[config.mk]
export PLATFORM = sky130hd
export DESIGN_NAME = uart_rx
export DESIGN_NICKNAME = d
export VERILOG_FILES = /design/src/core/uart_rx_pkg.sv /design/src/core/rx_status_fifo.sv /design/src/core/uart_rx.sv
export SDC_FILE = /design/constraint.sdc
export NUM_CORES = 1
export LEC_CHECK = 0
export BUFFER_PORTS_ARGS = -buffer_cell sky130_fd_sc_hd__buf_2
export CAP_MARGIN = 20
export CELL_PAD_IN_SITES_DETAIL_PLACEMENT = 0
export CELL_PAD_IN_SITES_GLOBAL_PLACEMENT = 1
export CORE_UTILIZATION = 45
export DETAILED_ROUTE_END_ITERATION = 10
export PLACE_DENSITY = 0.86
export SYNTH_ARGS = -nofsm -noshare
export SYNTH_HDL_FRONTEND = slang
export SYNTH_SLANG_ARGS = --single-unit
export TNS_END_PERCENT = 50
[constraint.sdc]
create_clock -name REF_CLK -period 3 [get_ports REF_CLK]
set_clock_uncertainty 0.05 [all_clocks]
set_input_delay 0.3 -clock REF_CLK [delete_from_list [all_inputs] [get_ports REF_CLK]]
set_output_delay 0.3 -clock REF_CLK [all_outputs]
set_load 0.05 [all_outputs]
[src/core/uart_rx_pkg.sv]
// Constants, register map and types of the serial receive block
// Notes on behaviour
// - Ninth bit and error flags travel with each frame
// - Receive-complete flag set while buffer holds data
// - Clearing the enable flushes the receive buffer
// - Interrupt request is level, enable and flag
// - Status writes leave error flags unchanged
// - Error flags raise no interrupt request
// - Frame error follows first stop bit only
// - Overrun: buffer full, frame waiting, new start
// - Overrun clears on successful buffer transfer
// - Parity error reads zero when checking disabled
// - Parity computed, odd or even, stored per frame
// - Parity error set only when checking was enabled
// - Disable is immediate, reception abandoned, pin released
// - Sixteen samples per bit, eight in double speed
// - Falling edge on idle line starts detection
// - Start vote on samples 8-10 or 4-6
// - Bit timing realigned at every start bit
// - Each bit decided by centre three-sample majority
// - Frame moves to buffer after first stop bit
// - Unused upper data bits read as zero
// - Enable hands the receive pin to the receiver
package uart_rx_pkg;

    // ==========================================================
    // Register map (byte addresses)
    localparam logic [3:0] ADR_DATA    = 4'h0;
    localparam logic [3:0] ADR_STATUS  = 4'h4;
    localparam logic [3:0] ADR_CONTROL = 4'h8;
    localparam logic [3:0] ADR_FORMAT  = 4'hC;

    // ==========================================================
    // Field positions
    localparam int ST_RXC      = 7;
    localparam int ST_FE       = 4;
    localparam int ST_DOR      = 3;
    localparam int ST_PE       = 2;
    localparam int ST_DSPEED   = 1;
    localparam int CTL_RX_COMPLETE_IRQ_ENABLE   = 7;
    localparam int CTL_RECEIVER_ENABLE    = 4;
    localparam int CTL_CSZ2    = 2;
    localparam int CTL_RX9     = 1;
    localparam int FMT_PAR_EN  = 5;
    localparam int FMT_PAR_ODD = 4;
    localparam int FMT_STOP2   = 3;
    localparam int FMT_CSZ_HI  = 2;
    localparam int FMT_CSZ_LO  = 1;

    // ==========================================================
    // Reset values and codes
    localparam logic [7:0] CTL_RESET   = 8'h00;
    localparam logic [7:0] FMT_RESET   = 8'h06;
    localparam logic       DSPEED_RST  = 1'b0;
    localparam logic [2:0] CSZ_NINE    = 3'h7;
    localparam logic [3:0] BITS_BASE   = 4'h5;
    localparam logic [3:0] BITS_NINE   = 4'h9;

    // ==========================================================
    // Oversampling
    localparam logic [4:0] SPB_NORMAL  = 5'h10;
    localparam logic [4:0] SPB_DOUBLE  = 5'h08;
    localparam logic [4:0] VOTE_NORMAL = 5'h08;
    localparam logic [4:0] VOTE_DOUBLE = 5'h04;
    localparam logic [4:0] VOTE_SPAN   = 5'h02;

    // ==========================================================
    // Buffer entry layout: data [8:0], then flags
    localparam int ENT_W   = 12;
    localparam int ENT_FE  = 9;
    localparam int ENT_DOR = 10;
    localparam int ENT_PE  = 11;

    typedef enum logic [2:0] {RX_IDLE, RX_START, RX_DATA, RX_PARITY, RX_STOP} rx_state_t;

endpackage : uart_rx_pkg

[src/core/rx_status_fifo.sv]
// Two-entry receive buffer holding data and per-frame status
`timescale 1ns/1ps
module rx_status_fifo
    import uart_rx_pkg::*;
(
    // Clock and reset
    input  wire logic             clk,
    input  wire logic             rst,
    input  wire logic             flush,
    // Write side
    input  wire logic             wr_valid,
    input  wire logic [ENT_W-1:0] wr_data,
    output logic                  wr_ready,
    // Read side
    input  wire logic             rd_pop,
    output logic                  rd_valid,
    output logic [ENT_W-1:0]      rd_head,
    output logic [1:0]            count
);

    logic [ENT_W-1:0] mem_q [2];
    logic [ENT_W-1:0] mem_d [2];
    logic             wp_q, wp_d;
    logic             rp_q, rp_d;
    logic [1:0]       cnt_q, cnt_d;
    logic             do_wr, do_rd;

    assign wr_ready = (cnt_q != 2'h2);
    assign rd_valid = (cnt_q != 2'h0);
    assign rd_head  = mem_q[rp_q];
    assign count    = cnt_q;
    assign do_wr    = wr_valid && wr_ready;
    assign do_rd    = rd_pop && rd_valid;

    always_comb begin
        mem_d = mem_q;
        wp_d  = wp_q;
        rp_d  = rp_q;
        cnt_d = cnt_q;
        if (flush) begin
            wp_d  = 1'b0;
            rp_d  = 1'b0;
            cnt_d = 2'h0;
        end else begin
            if (do_wr) begin
                mem_d[wp_q] = wr_data;
                wp_d        = ~wp_q;
            end
            if (do_rd) begin
                rp_d = ~rp_q;
            end
            cnt_d = cnt_q + {1'b0, do_wr} - {1'b0, do_rd};
        end
    end

    always_ff @(posedge clk or posedge rst) begin
        if (rst) begin
            mem_q[0] <= '0;
            mem_q[1] <= '0;
            wp_q     <= 1'b0;
            rp_q     <= 1'b0;
            cnt_q    <= 2'h0;
        end else begin
            mem_q <= mem_d;
            wp_q  <= wp_d;
            rp_q  <= rp_d;
            cnt_q <= cnt_d;
        end
    end

endmodule : rx_status_fifo

[src/core/uart_rx.sv]
// Serial receiver with oversampled start detection and status buffer
//
// Register access over Wishbone and the address map were decided locally.
`timescale 1ns/1ps
module uart_rx
    import uart_rx_pkg::*;
(
    // Clock and reset
    input  wire logic        REF_CLK,
    input  wire logic        RST,
    // Wishbone slave
    input  wire logic        WB_CYC_I,
    input  wire logic        WB_STB_I,
    input  wire logic        WB_WE_I,
    input  wire logic [3:0]  WB_ADR_I,
    input  wire logic [3:0]  WB_SEL_I,
    input  wire logic [31:0] WB_DAT_I,
    output logic [31:0]      WB_DAT_O,
    output logic             WB_ACK_O,
    // Serial line
    input  wire logic        RXD_PIN,
    input  wire logic        SAMPLE_TICK,
    output logic             RX_OWNS_PIN,
    // Interrupt request
    output logic             RXC_IRQ
);

    // ==========================================================
    // Declarations
    logic             sync1_q, sync2_q;
    rx_state_t        state_q, state_d;
    logic [4:0]       cnt_q, cnt_d;
    logic [1:0]       votes_q, votes_d;
    logic [3:0]       idx_q, idx_d;
    logic [8:0]       shift_q, shift_d;
    logic             par_q, par_d;
    logic             prev_q, prev_d;
    logic             pend_q, pend_d;
    logic [ENT_W-1:0] pword_q, pword_d;
    logic             ovr_q, ovr_d;
    logic             ack_q, ack_d;
    logic [31:0]      dat_q, dat_d;
    logic             rx_complete_irq_enable_q, rx_complete_irq_enable_d, en_q, en_d, csz2_q, csz2_d, dsp_q, dsp_d;
    logic [7:0]       fmt_q, fmt_d;
    logic [2:0]       csz;
    logic [3:0]       nbits;
    logic [4:0]       spb, vfirst, vlast, samp;
    logic             line, vote, start_ok, frame_done, req, pop;
    logic             fifo_wr, fifo_ready, rx_complete_flag;
    logic [ENT_W-1:0] fifo_wdata, head;
    logic [1:0]       fifo_count;

    // ==========================================================
    // Line synchroniser
    always_ff @(posedge REF_CLK or posedge RST) begin
        if (RST) begin
            sync1_q <= 1'b1;
            sync2_q <= 1'b1;
        end else begin
            sync1_q <= RXD_PIN;
            sync2_q <= sync1_q;
        end
    end
    assign line = sync2_q;

    // ==========================================================
    // Frame format decode
    assign csz    = {csz2_q, fmt_q[FMT_CSZ_HI:FMT_CSZ_LO]};
    assign nbits  = (csz == CSZ_NINE) ? BITS_NINE : BITS_BASE + {2'h0, csz[1:0]};
    assign spb    = dsp_q ? SPB_DOUBLE : SPB_NORMAL;
    assign vfirst = dsp_q ? VOTE_DOUBLE : VOTE_NORMAL;
    assign vlast  = vfirst + VOTE_SPAN;
    assign samp   = (cnt_q >= spb) ? 5'h01 : cnt_q + 5'h01;
    assign vote   = (votes_q[1] & votes_q[0]) | (votes_q[1] & line) | (votes_q[0] & line);

    // ==========================================================
    // Receive state machine
    always_comb begin
        state_d    = state_q;
        cnt_d      = cnt_q;
        votes_d    = votes_q;
        idx_d      = idx_q;
        shift_d    = shift_q;
        par_d      = par_q;
        prev_d     = prev_q;
        start_ok   = 1'b0;
        frame_done = 1'b0;
        if (SAMPLE_TICK) begin
            prev_d = line;
            if (state_q != RX_IDLE) begin
                cnt_d = samp;
                if (samp == vfirst || samp == vfirst + 5'h01) begin
                    votes_d = {votes_q[0], line};
                end
            end
            unique case (state_q)
                RX_IDLE: begin
                    if (prev_q && !line) begin
                        state_d = RX_START;
                        cnt_d   = 5'h01;
                        shift_d = 9'h000;
                        par_d   = 1'b0;
                        idx_d   = 4'h0;
                    end
                end
                RX_START: begin
                    if (samp == vlast) begin
                        if (vote) begin
                            state_d = RX_IDLE;
                        end else begin
                            start_ok = 1'b1;
                        end
                    end else if (samp == spb) begin
                        state_d = RX_DATA;
                    end
                end
                RX_DATA: begin
                    if (samp == vlast) begin
                        shift_d[idx_q] = vote;
                        par_d          = par_q ^ vote;
                    end else if (samp == spb) begin
                        if (idx_q == nbits - 4'h1) begin
                            state_d = fmt_q[FMT_PAR_EN] ? RX_PARITY : RX_STOP;
                        end else begin
                            idx_d = idx_q + 4'h1;
                        end
                    end
                end
                RX_PARITY: begin
                    if (samp == vlast) begin
                        par_d = par_q ^ vote;
                    end else if (samp == spb) begin
                        state_d = RX_STOP;
                    end
                end
                RX_STOP: begin
                    // Only the first stop bit is looked at; the line is free right after its vote
                    if (samp == vlast) begin
                        frame_done = 1'b1;
                        state_d    = RX_IDLE;
                    end
                end
            endcase
        end
        if (!en_q) begin
            state_d = RX_IDLE;
        end
    end

    always_ff @(posedge REF_CLK or posedge RST) begin
        if (RST) begin
            state_q <= RX_IDLE;
            cnt_q   <= 5'h00;
            votes_q <= 2'h0;
            idx_q   <= 4'h0;
            shift_q <= 9'h000;
            par_q   <= 1'b0;
            prev_q  <= 1'b0;
        end else begin
            state_q <= state_d;
            cnt_q   <= cnt_d;
            votes_q <= votes_d;
            idx_q   <= idx_d;
            shift_q <= shift_d;
            par_q   <= par_d;
            prev_q  <= prev_d;
        end
    end

    // ==========================================================
    // Shift register hand-off and overrun
    assign fifo_wr    = pend_q && en_q;
    assign fifo_wdata = {pword_q[ENT_PE], ovr_q, pword_q[ENT_FE:0]};

    always_comb begin
        pend_d  = pend_q;
        pword_d = pword_q;
        ovr_d   = ovr_q;
        if (fifo_wr && fifo_ready) begin
            pend_d = 1'b0;
            ovr_d  = 1'b0;
        end
        if (start_ok && pend_q && !fifo_ready) begin
            // Waiting frame is lost: the new one will overwrite the shift register
            pend_d = 1'b0;
            ovr_d  = 1'b1;
        end
        if (frame_done) begin
            pend_d  = 1'b1;
            pword_d = {fmt_q[FMT_PAR_EN] & (par_q ^ fmt_q[FMT_PAR_ODD]), 1'b0, ~vote, shift_q};
        end
        if (!en_q) begin
            pend_d = 1'b0;
            ovr_d  = 1'b0;
        end
    end

    always_ff @(posedge REF_CLK or posedge RST) begin
        if (RST) begin
            pend_q  <= 1'b0;
            pword_q <= '0;
            ovr_q   <= 1'b0;
        end else begin
            pend_q  <= pend_d;
            pword_q <= pword_d;
            ovr_q   <= ovr_d;
        end
    end

    rx_status_fifo u_fifo (
        .clk      (REF_CLK),
        .rst      (RST),
        .flush    (!en_q),
        .wr_valid (fifo_wr),
        .wr_data  (fifo_wdata),
        .wr_ready (fifo_ready),
        .rd_pop   (pop),
        .rd_valid (rx_complete_flag),
        .rd_head  (head),
        .count    (fifo_count)
    );

    // ==========================================================
    // Register bus
    assign req = WB_CYC_I && WB_STB_I && !ack_q;
    assign pop = req && !WB_WE_I && (WB_ADR_I == ADR_DATA);

    always_comb begin
        ack_d   = req;
        dat_d   = dat_q;
        rx_complete_irq_enable_d = rx_complete_irq_enable_q;
        en_d    = en_q;
        csz2_d  = csz2_q;
        dsp_d   = dsp_q;
        fmt_d   = fmt_q;
        if (req && !WB_WE_I) begin
            dat_d = 32'h0000_0000;
            unique case (WB_ADR_I)
                ADR_DATA:    dat_d[7:0] = head[7:0] & {8{rx_complete_flag}};
                ADR_STATUS: begin
                    dat_d[ST_RXC]    = rx_complete_flag;
                    dat_d[ST_FE]     = rx_complete_flag & head[ENT_FE];
                    dat_d[ST_DOR]    = rx_complete_flag & head[ENT_DOR];
                    dat_d[ST_PE]     = rx_complete_flag & head[ENT_PE] & fmt_q[FMT_PAR_EN];
                    dat_d[ST_DSPEED] = dsp_q;
                end
                ADR_CONTROL: begin
                    dat_d[CTL_RX_COMPLETE_IRQ_ENABLE] = rx_complete_irq_enable_q;
                    dat_d[CTL_RECEIVER_ENABLE]  = en_q;
                    dat_d[CTL_CSZ2]  = csz2_q;
                    dat_d[CTL_RX9]   = rx_complete_flag & head[8];
                end
                ADR_FORMAT:  dat_d[7:0] = fmt_q;
                default:     dat_d = 32'h0000_0000;
            endcase
        end
        if (req && WB_WE_I && WB_SEL_I[0]) begin
            unique case (WB_ADR_I)
                ADR_STATUS:  dsp_d = WB_DAT_I[ST_DSPEED];
                ADR_CONTROL: begin
                    rx_complete_irq_enable_d = WB_DAT_I[CTL_RX_COMPLETE_IRQ_ENABLE];
                    en_d    = WB_DAT_I[CTL_RECEIVER_ENABLE];
                    csz2_d  = WB_DAT_I[CTL_CSZ2];
                end
                ADR_FORMAT:  fmt_d = WB_DAT_I[7:0];
                default:     fmt_d = fmt_q;
            endcase
        end
    end

    always_ff @(posedge REF_CLK or posedge RST) begin
        if (RST) begin
            ack_q   <= 1'b0;
            dat_q   <= 32'h0000_0000;
            rx_complete_irq_enable_q <= CTL_RESET[CTL_RX_COMPLETE_IRQ_ENABLE];
            en_q    <= CTL_RESET[CTL_RECEIVER_ENABLE];
            csz2_q  <= CTL_RESET[CTL_CSZ2];
            dsp_q   <= DSPEED_RST;
            fmt_q   <= FMT_RESET;
        end else begin
            ack_q   <= ack_d;
            dat_q   <= dat_d;
            rx_complete_irq_enable_q <= rx_complete_irq_enable_d;
            en_q    <= en_d;
            csz2_q  <= csz2_d;
            dsp_q   <= dsp_d;
            fmt_q   <= fmt_d;
        end
    end

    assign WB_ACK_O    = ack_q;
    assign WB_DAT_O    = dat_q;
    assign RX_OWNS_PIN = en_q;
    assign RXC_IRQ     = rx_complete_irq_enable_q & rx_complete_flag;
endmodule : uart_rx

---- Word level (Yosys, flattened, before mapping) ----
Cells that the tools add are included.
cells by class
  equality and inequality tests ........... 34
  order comparisons ....................... 6
  mux-type cells .......................... 65
  bitwise gates (word level) .............. 20
  reduce and logical (&&, ||, !) cells .... 35
  add/subtract/negate cells ............... 8
operators by type and width
  kind                                  number
  2-to-1 mux 12 bit                     4
  2-to-1 mux 3 bit                      13
  2-to-1 mux 5 bit                      5
  bitwise mux 24 bit                    1
  2-to-1 mux 4 bit                      6
  != test 3 bit, second input constant  7
  2-to-1 mux 1 bit                      20
  2-to-1 mux 9 bit                      2
  case mux 9 bit (2 select lines)       1
  == test 5 bit                         3
  case mux 3 bit (5 select lines)       1
  logical AND 1 bit                     14
  != test 2 bit, second input constant  7
  demux 12 bit (select 1 bit)           1
  bitwise AND 1 bit                     10
  AND reduction 10 bit                  1
  bitwise mux 9 bit                     1
  bitwise AND 8 bit                     1
  == test 4 bit, second input constant  2
  != test 4 bit, second input constant  2
  case mux 1 bit (4 select lines)       2
  case mux 2 bit (4 select lines)       1
  case mux 4 bit (2 select lines)       1
  AND reduction 2 bit                   4
  other kinds (41)                      58
word-level totals
  register bits after elaboration ......... 89
  word-level logic and storage cells ...... 192
  bits of input ports ..................... 47

---- Logic depth before layout (Yosys ltp) ----
  depth in word-level cells ............... 12
  mapped depth ............................ 11

---- By module ----
From an unflattened synthesis, not the netlist that was laid out.
second synthesis, totals
  cell total of the unflattened synthesis .. 466
  area total of the unflattened synthesis .. 4911.0 µm²
modules (own cells, without submodules)
  module          seq. area each (µm²)  cells an instance  times used  area each (µm²)
  uart_rx         1531.5                377                1           3614.7
  rx_status_fifo  700.7                 89                 1           1296.2

---- Worst setup path after synthesis ----
No wires, ideal clock.
  kind .................................... flip-flop to flip-flop
  start point ............................. register fmt_q[1]
  end point ............................... register state_q[0]
  data required time ...................... 2.871 ns
  data arrival time ....................... 2.412 ns
  period minus slack after synthesis ...... 2.542 ns
  path buffers ............................ 0
  cell stages (with the launch flop) ...... 10
  setup slack ............................. 0.458 ns
  path through ............................ dfstp_2 -> ha_1 -> a21boi_0 -> ha_1 -> xnor3_1 -> nor2_1 -> nand4_1 -> a221o_1 -> a211oi_2 -> mux2i_1
between the ends
  longest elaborated chain between the ends .. 6
  elaborated cells on any way between the ends .. 7
  classes of those cells .................. add/sub (2); eq/ne (3); mux (1); reduce/logical (1)
ends and longest elaborated chain
  what                                                          RTL line        RTL
  from (decl)                                                   uart_rx.sv:44   logic [7:0] fmt_q, fmt_d;
  from (signal assigned)                                        uart_rx.sv:287  fmt_q <= fmt_d;
  adder 3 x 2 -> 4 bit / == test 3 bit (equally long branches)  uart_rx.sv:69   assign nbits = (csz == CSZ_NINE) ? BITS_NINE : BITS_BASE + {2'h0, csz[1:0]};
  2-to-1 mux 4 bit (*)                                          uart_rx.sv:69
  subtractor 4 x 1 -> 4 bit (*)                                 uart_rx.sv:122  if (idx_q == nbits - 4'h1) begin
  == test 4 bit (*)                                             uart_rx.sv:122
  != test 3 bit (no source line) (*)                            n/a
  AND reduction 10 bit (no source line) (*)                     n/a
  to (signal assigned)                                          uart_rx.sv:160  state_q <= state_d;
  to (decl)                                                     uart_rx.sv:31   rx_state_t state_q, state_d;
Mark *: on every way between the ends. The rest lies on a longest branch, timed or not.
A chain may end at the register's enable or synchronous reset.

---- Final worst setup path ----
  start point ............................. register cnt_q[0]
  end point ............................... register shift_q[1]
between the ends
  longest elaborated chain between the ends .. 5
  elaborated cells on any way between the ends .. 6
  classes of those cells .................. add/sub (1); order compare (1); eq/ne (2); mux (1); reduce/logical (1)
ends and longest elaborated chain
  what                                                                RTL line        RTL
  from (decl)                                                         uart_rx.sv:32   logic [4:0] cnt_q, cnt_d;
  from (signal assigned)                                              uart_rx.sv:161  cnt_q <= cnt_d;
  adder 5 x 1 -> 5 bit / >= comparator 5 bit (equally long branches)  uart_rx.sv:73   assign samp = (cnt_q >= spb) ? 5'h01 : cnt_q + 5'h01;
  2-to-1 mux 5 bit (*)                                                uart_rx.sv:73
  == test 5 bit (*)                                                   uart_rx.sv:118  if (samp == vlast) begin
  != test 2 bit (no source line) (*)                                  n/a
  AND reduction 4 bit (no source line) (*)                            n/a
  to (signal assigned)                                                uart_rx.sv:164  shift_q <= shift_d;
  to (decl)                                                           uart_rx.sv:35   logic [8:0] shift_q, shift_d;
Marks and branches as above.

==> metrics <==
DIE WIDTH=106 um; Design Power=2.35 mW; Post-Place Worst Slack=212 ps; worst min-delay path category=primary input to flip-flop; Routability Congestion=0.833; post-synthesis sequential area ratio=45.9%; post-route cell area=5300 um2; DRT iter0 DRCs=202; Max stage delay on crit path=470 ps; IO Count=82; TritonCTS buffer count=9; Slew headroom=56.2%; first-pass GRT wire length=15,600 um; critical path type=flip-flop to flip-flop; setup TNS=0 ps; Slew Viols, Final=0; Vias/cell=5.36; grt ovf=0; CTS tree=yes; post-route insts no fill=608; path depth of the worst reg2reg path=9; highest-delay cell along the critical path=dfrtp_1; initial antenna violation count=0; min-delay src=WB_DAT_I[0]; crit path from=cnt_q[0]$_DFFE_PP0P_; drt wl/cell=15.0 um; DP Area=5070 um2; Initial Util=46.7%; capturing point of the worst reg2reg path=shift_q[1]$_DFFE_PP0P_; setup repair bufs after CTS=0; Critical Path AT=3010 ps; Post-route DRC=0; CTS HTree Levels=3; Synth cell types=72; Worst Max-Slew Pin Slew=657 ps; Post-Syn Area=4860 um2; Crit path depth=9; Worst Setup EP=shift_q[1]$_DFFE_PP0P_; Util after Layout=50.9%; layout cells sized above 1=30.1%; port buffer count=30; Area growth syn-to-layout=8.93%; Setup WS post-layout=194 ps; ANT nets after route=0; core area=10,400 um2; Power Density=443 nW/um2; Die Y-Extent=106 um; setup slack, reg-to-reg=190 ps; Primary FF master, synth=dfrtp_1; EDFF count, synth=0; Detailed Place HPWL=6840 um; CP Data Required Time=3210 ps; # diodes=0; Hold WS=108 ps; die area=11,200 um2; Post-synth ARST share=100%; run status=finished clean; delay-heaviest family, CP=compound AO/OA/AOI/OAI gates; Core Rows=37; Final min period=2810 ps; Cell Count Post-Placement=590; largest net degree at the start of global routing=37; fin crit share=93.5%; total track usage=17.8%; number of global-route vias before repair=3,204; CP startpoint kind=flip-flop; root buf cell=clkbuf_8; biggest fanout along the worst timing path=9; RSZ-0062 raised after global routing=no; Ys Warns=0; final setup vio count=0; drt pass-1 iters=4; reg-to-reg critical path startpoint=cnt_q[0]$_DFFE_PP0P_; max-cap check violation count=0; crit-path cells=ha_1 -> and2_4 -> a2111oi_2 -> o32ai_4 -> o21ai_0 -> nand2_1 -> buf_4 -> o21a_1 -> a31o_2; Max clock buf depth=2; VDD IR max=0.212 mV; Hold Fails Final Rpt=0; Buffers & Inverters on Critical Path=1; worst-skew pair later-pin latency=360 ps; TritonCTS Sinks=89; Syn Area/Cell=11.3 um2; clock slew at reported path FFs=100 ps; Yosys reg bits=89; Leak=2.51 nW; drt total wl=9150 um; vias=3,256; Cells after Synth=429; Critical Path Sink Type=flip-flop; Fmax achieved=356 MHz; Final #Nets=527
==> area by class of cell <==
class                   count  area (um2)
clock buffers               9         124
fillers                   974        5120
multi-input cells         308        2370
inverters                  13        50.0
well taps                 136         170
flip-flops and latches     89        2230
clock inverters             7        67.6
repair buffers             46         288
==> routing by layer <==
| layer | vias up | track usage, % | wire, um | share of wire [%] |
|---|---|---|---|---|
| met5 | - | 0 | 0 | 0 |
| met4 | 0 | 7.04 | 159 | 1.7 |
| met3 | 11 | 3.68 | 317 | 3.5 |
| met2 | 71 | 28.5 | 4260 | 47 |
| met1 | 1605 | 23.7 | 4420 | 48 |
| li1 | 1569 | - | - | - |
==> state kept, by name (all words and copies together), names as in the netlist, 3 cells and up <==
| name | cells |
|---|---|
| u_fifo.mem_q | 24 |
| pword_q | 11 |
| shift_q | 9 |
| WB_DAT_O | 8 |
| fmt_q | 8 |
| cnt_q | 5 |
| idx_q | 4 |
| state_q | 3 |
==> cells in the mapped netlist (2+ instances only) <==
| cell | number | share of area [%] |
|---|---|---|
| o31ai_1 | 3 | 0.46 |
| nor2_1 | 15 | 1.2 |
| a32o_1 | 2 | 0.41 |
| nand2_1 | 31 | 2.4 |
| or3_2 | 3 | 0.46 |
| buf_1 | 2 | 0.15 |
| and2_1 | 6 | 0.77 |
| xnor2_1 | 7 | 1.3 |
| buf_4 | 25 | 3.9 |
| a21boi_0 | 3 | 0.46 |
| o21a_1 | 8 | 1.2 |
| a32oi_1 | 3 | 0.54 |
| a31o_2 | 8 | 1.4 |
| nand2b_1 | 3 | 0.39 |
| mux2_1 | 5 | 1.2 |
| o21ai_0 | 24 | 2.5 |
| o211ai_1 | 3 | 0.46 |
| a211oi_1 | 2 | 0.31 |
| nand3b_1 | 3 | 0.46 |
| inv_1 | 13 | 1.0 |
| nor3_1 | 8 | 0.82 |
| buf_6 | 2 | 0.46 |
| buf_2 | 2 | 0.21 |
| dfrtp_1 | 85 | 44 |
| ha_1 | 13 | 3.3 |
| a21oi_1 | 11 | 1.1 |
| nand4_1 | 7 | 0.90 |
| clkbuf_1 | 6 | 0.46 |
| nand3_1 | 8 | 0.82 |
| clkbuf_8 | 4 | 1.1 |
| nor4b_2 | 2 | 0.62 |
| mux2i_1 | 9 | 1.9 |
| xor2_1 | 5 | 0.90 |
| mux2_2 | 48 | 11 |
| nor2b_1 | 7 | 0.90 |
| o21ai_1 | 2 | 0.21 |
| dfstp_2 | 4 | 2.2 |
| a21o_1 | 2 | 0.31 |
| and4b_1 | 2 | 0.41 |
==> layout by cell type (no fill, tap or decap), types with 3 or more instances in the layout <==
| master | netlist | routed |
|---|---|---|
| nand2_1 | 31 | 31 |
| nand2b_1 | 3 | 3 |
| dfrtp_1 | 85 | 85 |
| mux2_1 | 5 | 5 |
| o31ai_1 | 3 | 3 |
| dfstp_2 | 4 | 4 |
| mux2_2 | 48 | 48 |
| a21boi_0 | 3 | 3 |
| o211ai_1 | 3 | 3 |
| nor2_1 | 15 | 15 |
| mux2i_1 | 9 | 9 |
| xor2_1 | 5 | 5 |
| nor3_1 | 8 | 8 |
| and2_1 | 6 | 6 |
| buf_4 | 25 | 13 |
| buf_2 | 2 | 30 |
| ha_1 | 13 | 13 |
| nor2b_1 | 7 | 7 |
| or3_2 | 3 | 3 |
| o21a_1 | 8 | 8 |
| nand3_1 | 8 | 8 |
| inv_6 | 0 | 4 |
| a31o_2 | 8 | 8 |
| nand3b_1 | 3 | 3 |
| o21ai_0 | 24 | 24 |
| a21oi_1 | 11 | 11 |
| nand4_1 | 7 | 7 |
| xnor2_1 | 7 | 7 |
| conb_1 | 1 | 24 |
| clkbuf_8 | 4 | 9 |
| a32oi_1 | 3 | 3 |
| inv_1 | 13 | 12 |
==> repair_timing <==
item	in CTS	in global routing
gates resized for setup	0	2
hold buffers	2	0
endpoints found under the setup margin	0	8
endpoints found under the hold margin	29	0
==> kinds of logic after synthesis <==
family,share of synthesized area [%]
xor+xnor,2.62
flops,45.9
mux,14.6
other cells,0.0771
compound gates,12.6
fa+ha+maj,3.55
simple gates,13.1
buf+inv,7.51
==> worst min-delay path by stage <==
stage / slack, ps / endpoint / depth (start not counted)
6_report: 110 / fmt_q[0]$_DFFE_PP0P_ / 2
5_1_grt: 80 / fmt_q[0]$_DFFE_PP0P_ / 2
4_1_cts: 90 / fmt_q[0]$_DFFE_PP0P_ / 2
3_5_place_dp: 300 / line$_DFF_PP1_ / 0
3_3_place_gp: 300 / line$_DFF_PP1_ / 0
2_1_floorplan: 250 / sync1_q$_DFF_PP1_ / 0
==> power breakdown <==
part | internal [mW] | switching [mW]
combinational | 0.0821 | 0.204
sequential | 1.23 | 0.0273
clock | 0.325 | 0.481
(Power assumes the default switching activity.)
